$ cat src/include/smrc_pkg.sv
package smrc_pkg;

    // ------------------------------------------------------------
    // Timing
    // ------------------------------------------------------------
    localparam int unsigned CLK_PERIOD_PS = 5000;
    // Shortest external reset pulse that is sure to reset the chip
    localparam int unsigned RST_MIN_PULSE_NS = 2500;
    // Core reset is stretched this long after every reset source releases
    localparam int unsigned RST_HOLD_NS = 1000;
    localparam int unsigned RST_HOLD_CYC = (RST_HOLD_NS * 1000 + CLK_PERIOD_PS - 1) / CLK_PERIOD_PS;
    // Wake start-up with the oscillator still running
    localparam int unsigned STARTUP_FAST_NS = 500;
    localparam int unsigned STARTUP_FAST_CYC =
        (STARTUP_FAST_NS * 1000 + CLK_PERIOD_PS - 1) / CLK_PERIOD_PS;
    // Wake start-up after the oscillator was stopped
    localparam int unsigned STARTUP_SLOW_NS = 20000;
    localparam int unsigned STARTUP_SLOW_CYC =
        (STARTUP_SLOW_NS * 1000 + CLK_PERIOD_PS - 1) / CLK_PERIOD_PS;
    localparam int unsigned CNT_W = 12;

    // ------------------------------------------------------------
    // Port geometry and reset values
    // ------------------------------------------------------------
    localparam int unsigned PORT_W = 8;
    localparam logic [PORT_W-1:0] PORT_RST_VAL = 8'h00;
    localparam logic [2:0] MODE_RST_VAL = 3'h0;

    // ------------------------------------------------------------
    // Types
    // ------------------------------------------------------------
    // Sleep mode select codes; 6 and 7 are reserved and never sleep
    typedef enum logic [2:0] {
        SMRC_MODE_IDLE = 3'h0,
        SMRC_MODE_ADC_NR = 3'h1,
        SMRC_MODE_PDOWN = 3'h2,
        SMRC_MODE_PSAVE = 3'h3,
        SMRC_MODE_STANDBY = 3'h4,
        SMRC_MODE_EXT_STANDBY = 3'h5
    } smrc_mode_e;

    // Clock and unit enables handed to the rest of the chip
    typedef struct packed {
        logic cpu;
        logic io;
        logic adc;
        logic async_tmr;
        logic osc;
    } smrc_clk_en_s;

    localparam smrc_clk_en_s CLK_EN_ALL = 5'h1f;

    // One port's control from the core, per bit
    typedef struct packed {
        logic [PORT_W-1:0] dir;
        logic [PORT_W-1:0] dout;
        logic [PORT_W-1:0] pu;
    } smrc_port_ctl_s;

    // One port's pad drive, per bit
    typedef struct packed {
        logic [PORT_W-1:0] dout;
        logic [PORT_W-1:0] oe;
        logic [PORT_W-1:0] pu;
    } smrc_pad_s;

endpackage : smrc_pkg

$ cat src/hw/smrc_top.sv
`timescale 1ns/1ps
// How it works
// - Idle sleep stops only the processor and converter clocks and leaves SRAM, timers, serial port and interrupts running.
// - Power-down sleep stops the oscillator and every function, keeps all state and ends only on interrupt or reset.
// - Power-save sleep keeps only the asynchronous timer counting.
// - ADC noise reduction sleep keeps only the main oscillator, the asynchronous timer and the converter running.
// - Standby sleep keeps only the main oscillator running so that wake-up is fast.
// - Extended standby keeps the main oscillator and the asynchronous timer running.
// - A low external reset pin resets the chip even with no clock, and the far side must hold it for the minimum pulse.
// - While any reset is active every port pin is released to high impedance, with or without a clock.
// - Every port is eight bidirectional bits with a pull-up enabled bit by bit.
module smrc_top #(
    parameter int unsigned NUM_PORTS = 2
) (
    input wire logic sys_clk_i,
    input wire logic arst_n_i,
    input wire logic ext_rst_n_i,
    input wire logic [2:0] sleep_mode_i,
    input wire logic sleep_en_i,
    input wire logic sleep_req_i,
    input wire logic wake_irq_i,
    input wire smrc_pkg::smrc_port_ctl_s [NUM_PORTS-1:0] port_ctl_i,
    input wire logic [NUM_PORTS-1:0][smrc_pkg::PORT_W-1:0] pad_i,
    output logic [NUM_PORTS-1:0][smrc_pkg::PORT_W-1:0] port_in_o,
    output smrc_pkg::smrc_pad_s [NUM_PORTS-1:0] pad_o,
    output smrc_pkg::smrc_clk_en_s clk_en_o,
    output logic sleeping_o,
    output logic core_rst_n_o
);
    import smrc_pkg::*;

    // ------------------------------------------------------------
    // Parameter check
    // ------------------------------------------------------------
    if (NUM_PORTS < 1 || NUM_PORTS > 16) begin : g_bad_ports
        $error("NUM_PORTS must lie between 1 and 16");
    end

    typedef enum logic [1:0] {
        ST_RUN,
        ST_SLEEP,
        ST_WAKE
    } smrc_state_e;

    // ------------------------------------------------------------
    // Reset combine and release synchroniser
    // ------------------------------------------------------------
    // Either source asserts asynchronously, so the pads let go even
    // when no clock runs; release is synchronised to avoid metastability.
    logic rst_all_n;
    logic [1:0] rsync_q;
    logic [1:0] rsync_d;
    logic rst_sync_n;

    assign rst_all_n = arst_n_i & ext_rst_n_i;

    always_comb begin
        rsync_d = {rsync_q[0], 1'b1};
    end

    always_ff @(posedge sys_clk_i or negedge rst_all_n) begin
        if (!rst_all_n) begin
            rsync_q <= 2'h0;
        end else begin
            rsync_q <= rsync_d;
        end
    end

    assign rst_sync_n = rsync_q[1];

    // ------------------------------------------------------------
    // Core reset stretch
    // ------------------------------------------------------------
    // Hold the core in reset a fixed time after release so short
    // glitches still give a full-length reset to the rest of the chip.
    logic [CNT_W-1:0] hold_cnt_q;
    logic [CNT_W-1:0] hold_cnt_d;
    logic core_rst_n_q;
    logic core_rst_n_d;

    always_comb begin
        hold_cnt_d = hold_cnt_q;
        core_rst_n_d = core_rst_n_q;
        if (hold_cnt_q != CNT_W'(RST_HOLD_CYC)) begin
            hold_cnt_d = hold_cnt_q + CNT_W'(1);
        end else begin
            core_rst_n_d = 1'b1;
        end
    end

    always_ff @(posedge sys_clk_i or negedge rst_sync_n) begin
        if (!rst_sync_n) begin
            hold_cnt_q <= '0;
            core_rst_n_q <= 1'b0;
        end else begin
            hold_cnt_q <= hold_cnt_d;
            core_rst_n_q <= core_rst_n_d;
        end
    end

    assign core_rst_n_o = core_rst_n_q;

    // ------------------------------------------------------------
    // Wake input synchroniser
    // ------------------------------------------------------------
    logic [1:0] wake_sync_q;
    logic [1:0] wake_sync_d;
    logic wake;

    always_comb begin
        wake_sync_d = {wake_sync_q[0], wake_irq_i};
    end

    always_ff @(posedge sys_clk_i or negedge rst_sync_n) begin
        if (!rst_sync_n) begin
            wake_sync_q <= 2'h0;
        end else begin
            wake_sync_q <= wake_sync_d;
        end
    end

    assign wake = wake_sync_q[1];

    // ------------------------------------------------------------
    // Per-mode clock enables
    // ------------------------------------------------------------
    function automatic smrc_clk_en_s mode_enables(input logic [2:0] mode);
        smrc_clk_en_s en;
        en = '0;
        case (mode)
            SMRC_MODE_IDLE: begin
                en = '{cpu: 1'b0, io: 1'b1, adc: 1'b0, async_tmr: 1'b1, osc: 1'b1};
            end
            SMRC_MODE_ADC_NR: begin
                en = '{cpu: 1'b0, io: 1'b0, adc: 1'b1, async_tmr: 1'b1, osc: 1'b1};
            end
            SMRC_MODE_PDOWN: begin
                en = '0;
            end
            SMRC_MODE_PSAVE: begin
                en = '{cpu: 1'b0, io: 1'b0, adc: 1'b0, async_tmr: 1'b1, osc: 1'b0};
            end
            SMRC_MODE_STANDBY: begin
                en = '{cpu: 1'b0, io: 1'b0, adc: 1'b0, async_tmr: 1'b0, osc: 1'b1};
            end
            SMRC_MODE_EXT_STANDBY: begin
                en = '{cpu: 1'b0, io: 1'b0, adc: 1'b0, async_tmr: 1'b1, osc: 1'b1};
            end
            default: begin
                en = CLK_EN_ALL;
            end
        endcase
        return en;
    endfunction : mode_enables

    function automatic logic mode_valid(input logic [2:0] mode);
        return mode <= 3'(SMRC_MODE_EXT_STANDBY);
    endfunction : mode_valid

    // ------------------------------------------------------------
    // Sleep state machine
    // ------------------------------------------------------------
    // The wake path assumes the sampling clock stays alive in the
    // always-on region; only the enables below are cut.
    smrc_state_e state_q;
    smrc_state_e state_d;
    logic [2:0] mode_q;
    logic [2:0] mode_d;
    logic [CNT_W-1:0] wake_cnt_q;
    logic [CNT_W-1:0] wake_cnt_d;
    smrc_clk_en_s clk_en_q;
    smrc_clk_en_s clk_en_d;
    logic sleeping_q;
    logic sleeping_d;
    smrc_clk_en_s mode_en;

    // Enables of the stored mode; the wake timer reads its oscillator bit
    assign mode_en = mode_enables(mode_q);

    always_comb begin
        state_d = state_q;
        mode_d = mode_q;
        wake_cnt_d = wake_cnt_q;
        clk_en_d = CLK_EN_ALL;
        sleeping_d = 1'b0;
        case (state_q)
            ST_RUN: begin
                if (sleep_req_i && sleep_en_i && mode_valid(sleep_mode_i)) begin
                    state_d = ST_SLEEP;
                    mode_d = sleep_mode_i;
                    clk_en_d = mode_enables(sleep_mode_i);
                    sleeping_d = 1'b1;
                end
            end
            ST_SLEEP: begin
                clk_en_d = mode_enables(mode_q);
                sleeping_d = 1'b1;
                // Only an interrupt or a reset ends the sleep
                if (wake) begin
                    state_d = ST_WAKE;
                    wake_cnt_d = '0;
                    // Oscillator must restart and settle after a stop
                    clk_en_d.osc = 1'b1;
                end
            end
            ST_WAKE: begin
                clk_en_d = mode_enables(mode_q);
                clk_en_d.osc = 1'b1;
                sleeping_d = 1'b1;
                wake_cnt_d = wake_cnt_q + CNT_W'(1);
                if ((mode_en.osc && wake_cnt_q >= CNT_W'(STARTUP_FAST_CYC - 1))
                    || wake_cnt_q >= CNT_W'(STARTUP_SLOW_CYC - 1)) begin
                    state_d = ST_RUN;
                    clk_en_d = CLK_EN_ALL;
                    sleeping_d = 1'b0;
                end
            end
            default: begin
                state_d = ST_RUN;
            end
        endcase
    end

    // Mode is kept across a reset-free sleep so state survives power-down
    always_ff @(posedge sys_clk_i or negedge rst_sync_n) begin
        if (!rst_sync_n) begin
            state_q <= ST_RUN;
            mode_q <= MODE_RST_VAL;
            wake_cnt_q <= '0;
            clk_en_q <= CLK_EN_ALL;
            sleeping_q <= 1'b0;
        end else begin
            state_q <= state_d;
            mode_q <= mode_d;
            wake_cnt_q <= wake_cnt_d;
            clk_en_q <= clk_en_d;
            sleeping_q <= sleeping_d;
        end
    end

    assign clk_en_o = clk_en_q;
    assign sleeping_o = sleeping_q;

    // ------------------------------------------------------------
    // Port pads
    // ------------------------------------------------------------
    // Pads clear straight from the combined async reset, not the
    // synchronised one, so they float even with the clock stopped.
    logic [NUM_PORTS-1:0][PORT_W-1:0] in_meta_q;
    logic [NUM_PORTS-1:0][PORT_W-1:0] in_sync_q;
    smrc_pad_s [NUM_PORTS-1:0] pad_q;
    smrc_pad_s [NUM_PORTS-1:0] pad_d;

    for (genvar p = 0; p < NUM_PORTS; p++) begin : g_port
        always_comb begin
            pad_d[p].dout = port_ctl_i[p].dout;
            pad_d[p].oe = core_rst_n_q ? port_ctl_i[p].dir : PORT_RST_VAL;
            // Pull-up per bit, only on bits that are inputs
            pad_d[p].pu = core_rst_n_q ? (port_ctl_i[p].pu & ~port_ctl_i[p].dir)
                                       : PORT_RST_VAL;
        end

        always_ff @(posedge sys_clk_i or negedge rst_all_n) begin
            if (!rst_all_n) begin
                pad_q[p] <= '0;
                in_meta_q[p] <= PORT_RST_VAL;
                in_sync_q[p] <= PORT_RST_VAL;
            end else begin
                pad_q[p] <= pad_d[p];
                in_meta_q[p] <= pad_i[p];
                in_sync_q[p] <= in_meta_q[p];
            end
        end
    end

    assign pad_o = pad_q;
    assign port_in_o = in_sync_q;

endmodule : smrc_top

$ cat config.mk
export PLATFORM = sky130hd
export DESIGN_NAME = smrc_top
export DESIGN_NICKNAME = d
export VERILOG_FILES = /design/src/include/smrc_pkg.sv /design/src/hw/smrc_top.sv
export SDC_FILE = /design/constraint.sdc
export NUM_CORES = 1
export LEC_CHECK = 0
export BUFFER_PORTS_ARGS = -buffer_cell sky130_fd_sc_hd__buf_2
export CELL_PAD_IN_SITES_DETAIL_PLACEMENT = 1
export CELL_PAD_IN_SITES_GLOBAL_PLACEMENT = 1
export CORE_MARGIN = 2
export CORE_UTILIZATION = 42
export CTS_CLUSTER_DIAMETER = 100
export DETAILED_ROUTE_END_ITERATION = 16
export PLACE_DENSITY_LB_ADDON = 0.08
export SLEW_MARGIN = 20
export SYNTH_ARGS = -nofsm -noshare
export SYNTH_HDL_FRONTEND = slang
export SYNTH_SLANG_ARGS = --single-unit
$ cat constraint.sdc
create_clock -name sys_clk_i -period 7.75 [get_ports sys_clk_i]
set_clock_uncertainty 0.05 [all_clocks]
set_input_delay 1.55 -clock sys_clk_i [delete_from_list [all_inputs] [get_ports sys_clk_i]]
set_output_delay 1.55 -clock sys_clk_i [all_outputs]
set_load 0.03 [all_outputs]
==> results.toml <==
[critical_path]
cp-end-kind = "output port"
cp_max_fo = 34
slowest_delay_ps = 840
reg2reg_from = "wake_cnt_q[0]$_DFFE_PN0P_"
crit_buf_inv = 1
cpLargestDelayFamily = "flip-flops"
cp-start-kind = "flip-flop"
worstPathCellList = "buf_2"
critPathSlowestCell = "dfrtp_1"
crit_required_ps = 6150
crit_type = "reg2out"
crit_arrival_ps = 1690
critPathLaunch = "core_rst_n_o$_DFFE_PN0N_"

[timing]
rsz0062_at_grt = "no"
fin_setup_tns_ps = 0
hold_viol = 0
maxSlewViolCount = 0
max_freq_ghz = 0.304
period_share_pct = 42.4
setup_viol = 0
max_slew.worst_pin.slew_ps = 812
min_period_ps = 3290
relSlewSlack_pct = 45.8

[detailed_routing]
drtIter0Drc = 85
drc = 0
wirelength_mm = 10.4
viasPerCell = 4.92
drtPass1Iterations = 4
drtAntennaViolNets = 0
vias = 2946
routedWlPerCell_um = 17.4

[global_route]
grt_start_max_net_pins = 83
grt_antenna_before_repair = 3
grt-ovfl-total = 0
grt_pass1_wl_mm = 16.9
grt_pass1_vias = 3213
grt.total_usage_pct = 20.7

[power]
p_leak_nw = 2.95
p_switching_mw = 0.488
peakVddDrop_mv = 0.121
comb_power_share_pct = 14.6
power_density_nw_per_um2 = 313
p_seq_share_pct = 41.3
power.internal_mw = 1.28
power_frac_clock_pct = 44.1
finalPower_mw = 1.76
switching_share_pct = 27.7

[clocking]
cts_hold_buf = 0
clk_pin_slew_ps = 60
clk_latency_ps = 510
post_cts_buffers = 0
cts_sinks = 120
cts_tree = "built"
clockBufferDepth = 2
cts.repair.resized = 0
cts_htree_levels = 4
cts-root-buf = "clkbuf_8"
cts_buffers = 17

[synth]
netlist.top_cell.by_area = "dfrtp_1"
yosysWarnings = 0
synth-edff-count = 0
synth.avg_cell_area_um2 = 14.0
synthFlopType = "dfrtp_1"
synthCells = 297
ys_types = 51
synth-seq-area-share_pct = 72.2
netlist_area_um2 = 4170
synthArstFlopShare_pct = 100
synth_nets = 373
synth_top_cell_area_share_pct = 69.0
ys_top_cells_by_area = "dfrtp_1, and3b_1, dfstp_2"
ys_seq_elements = 120

[place]
dp_hpwl_mm = 6.77
port_buffers = 143
gp_congestion = 0.806

[floorplan]
ioPinCount = 144
fp.dieArea_um2 = 10700
num_rows = 36
start_util_pct = 43.0
dieHeight_um = 104
coreArea_um2 = 9680
die_w_um = 104

[cells_and_area]
nNetsFinal = 527
layout_common_cells = "buf_2, dfrtp_1, nand2_1, and2_1, clkbuf_16"
final_common_cell = "buf_2"
fillerInstances = 1036
area_growth_pct = 35.3
drive_gt1_share_pct = 41.3

[min_path]
min_path_type = "reg2async"

[status]
status = "completed"

[run]
drv_cap = 0
[flip-flops by register name, summed over array words and instances, names as in the netlist]
name / count
wake_sync_q: 2
clk_en_o: 5
sleeping_o: 1
mode_q: 3
wake_cnt_q: 12
in_meta_q: 16
core_rst_n_o: 1
port_in_o: 16
state_q: 2
pad_o: 48
rsync_q: 2
hold_cnt_q: 12
[worst reg2reg max path: cells and delay by family (launching register included)]
family / cells / cell delay, ps
and+or+nand+nor: 2 / 580
DFF: 1 / 410
adders and majority gates: 1 / 280
AOI/OAI and AO/OA: 2 / 630
[stage by stage]
step                      utilization [%]  worst slack (ps)  area, µm²  cells  hold slack, ps
after floorplan                         -              3600       4170    297             281
after global placement               51.9              4960       5020    564             267
after detailed placement             51.9              4940       5020    564             281
after CTS                            57.9              4400       5610    595             276
after global routing                 58.2              4290       5640    599             291
final                                58.2              4460       5640    599             250
[layer usage]
| metal | share of wire, % | wire length (µm) | up-vias | GRT usage [%] |
|---|---|---|---|---|
| met5 | 0 | 0 | - | 0 |
| met3 | 6.1 | 635 | 19 | 7.24 |
| met1 | 37 | 3910 | 1478 | 21.9 |
| met4 | 2.2 | 233 | 0 | 11.3 |
| met2 | 54 | 5660 | 107 | 36.2 |
| li1 | - | - | 1342 | - |
[path summary, 6_finish.rpt]
path	slack [ps]	cells past startpoint	to
min in group sys_clk_i	290	0	port_in_o[3]$_DFF_PN0_
max reg2reg	5760	5	state_q[1]$_DFFE_PN0P_
min reg2reg	250	1	core_rst_n_o$_DFFE_PN0N_
max	4460	1	core_rst_n_o
min	250	1	core_rst_n_o$_DFFE_PN0N_
max in group asynchronous	5930	3	in_meta_q[11]$_DFF_PN0_
[layout make-up]
type	instances	area, µm²	area share (%)
inverter	5	18.8	0.333
antenna	3	7.51	0.133
sequential	120	3010	53.4
timing repair buffer	145	743	13.2
clock buffer	18	418	7.41
multi-input combinational	162	1100	19.6
tap	133	166	2.95
clock inverter	13	171	3.04
[synthesized netlist by cell type, types with 2 or more instances]
cell type,instances
o21ai_0,6
dfrtp_1,115
mux2i_1,2
a22oi_1,2
a2bb2oi_1,3
and3b_1,15
dfstp_2,5
o311ai_0,2
a31oi_1,4
and3_1,6
and2_1,20
xnor2_1,6
a311oi_1,2
nand2b_1,4
ha_1,3
nand3_1,4
nand2_1,19
clkbuf_1,8
inv_1,5
nor3b_1,2
a21oi_1,12
mux2_2,3
nor3_1,6
nand4_1,3
nor2_1,8
xor2_1,6
o41ai_1,2
[power groups by stage]
stage | Combinational [mW] | Sequential (mW) | Clock (mW)
2_1_floorplan | 0.156 | 0.760 | 0
3_3_place_gp | 0.247 | 0.733 | 0
3_5_place_dp | 0.257 | 0.737 | 0
4_1_cts | 0.261 | 0.728 | 0.795
5_1_grt | 0.287 | 0.736 | 0.824
6_report | 0.258 | 0.729 | 0.778
[cells by family (layout without fill, tap and decap cells)]
group           after synthesis  count (layout)  synth area share (%)
flops                       120             120                  72.2
fa+ha+maj                     3               3                 0.900
mux                           5               5                  1.29
buf+inv                      15             181                  1.38
simple gates                 99              99                  14.4
xor+xnor                     12              12                  2.52
other cells                   1               4                0.0899
compound gates               42              42                  7.26
(Power assumes the default switching activity.)
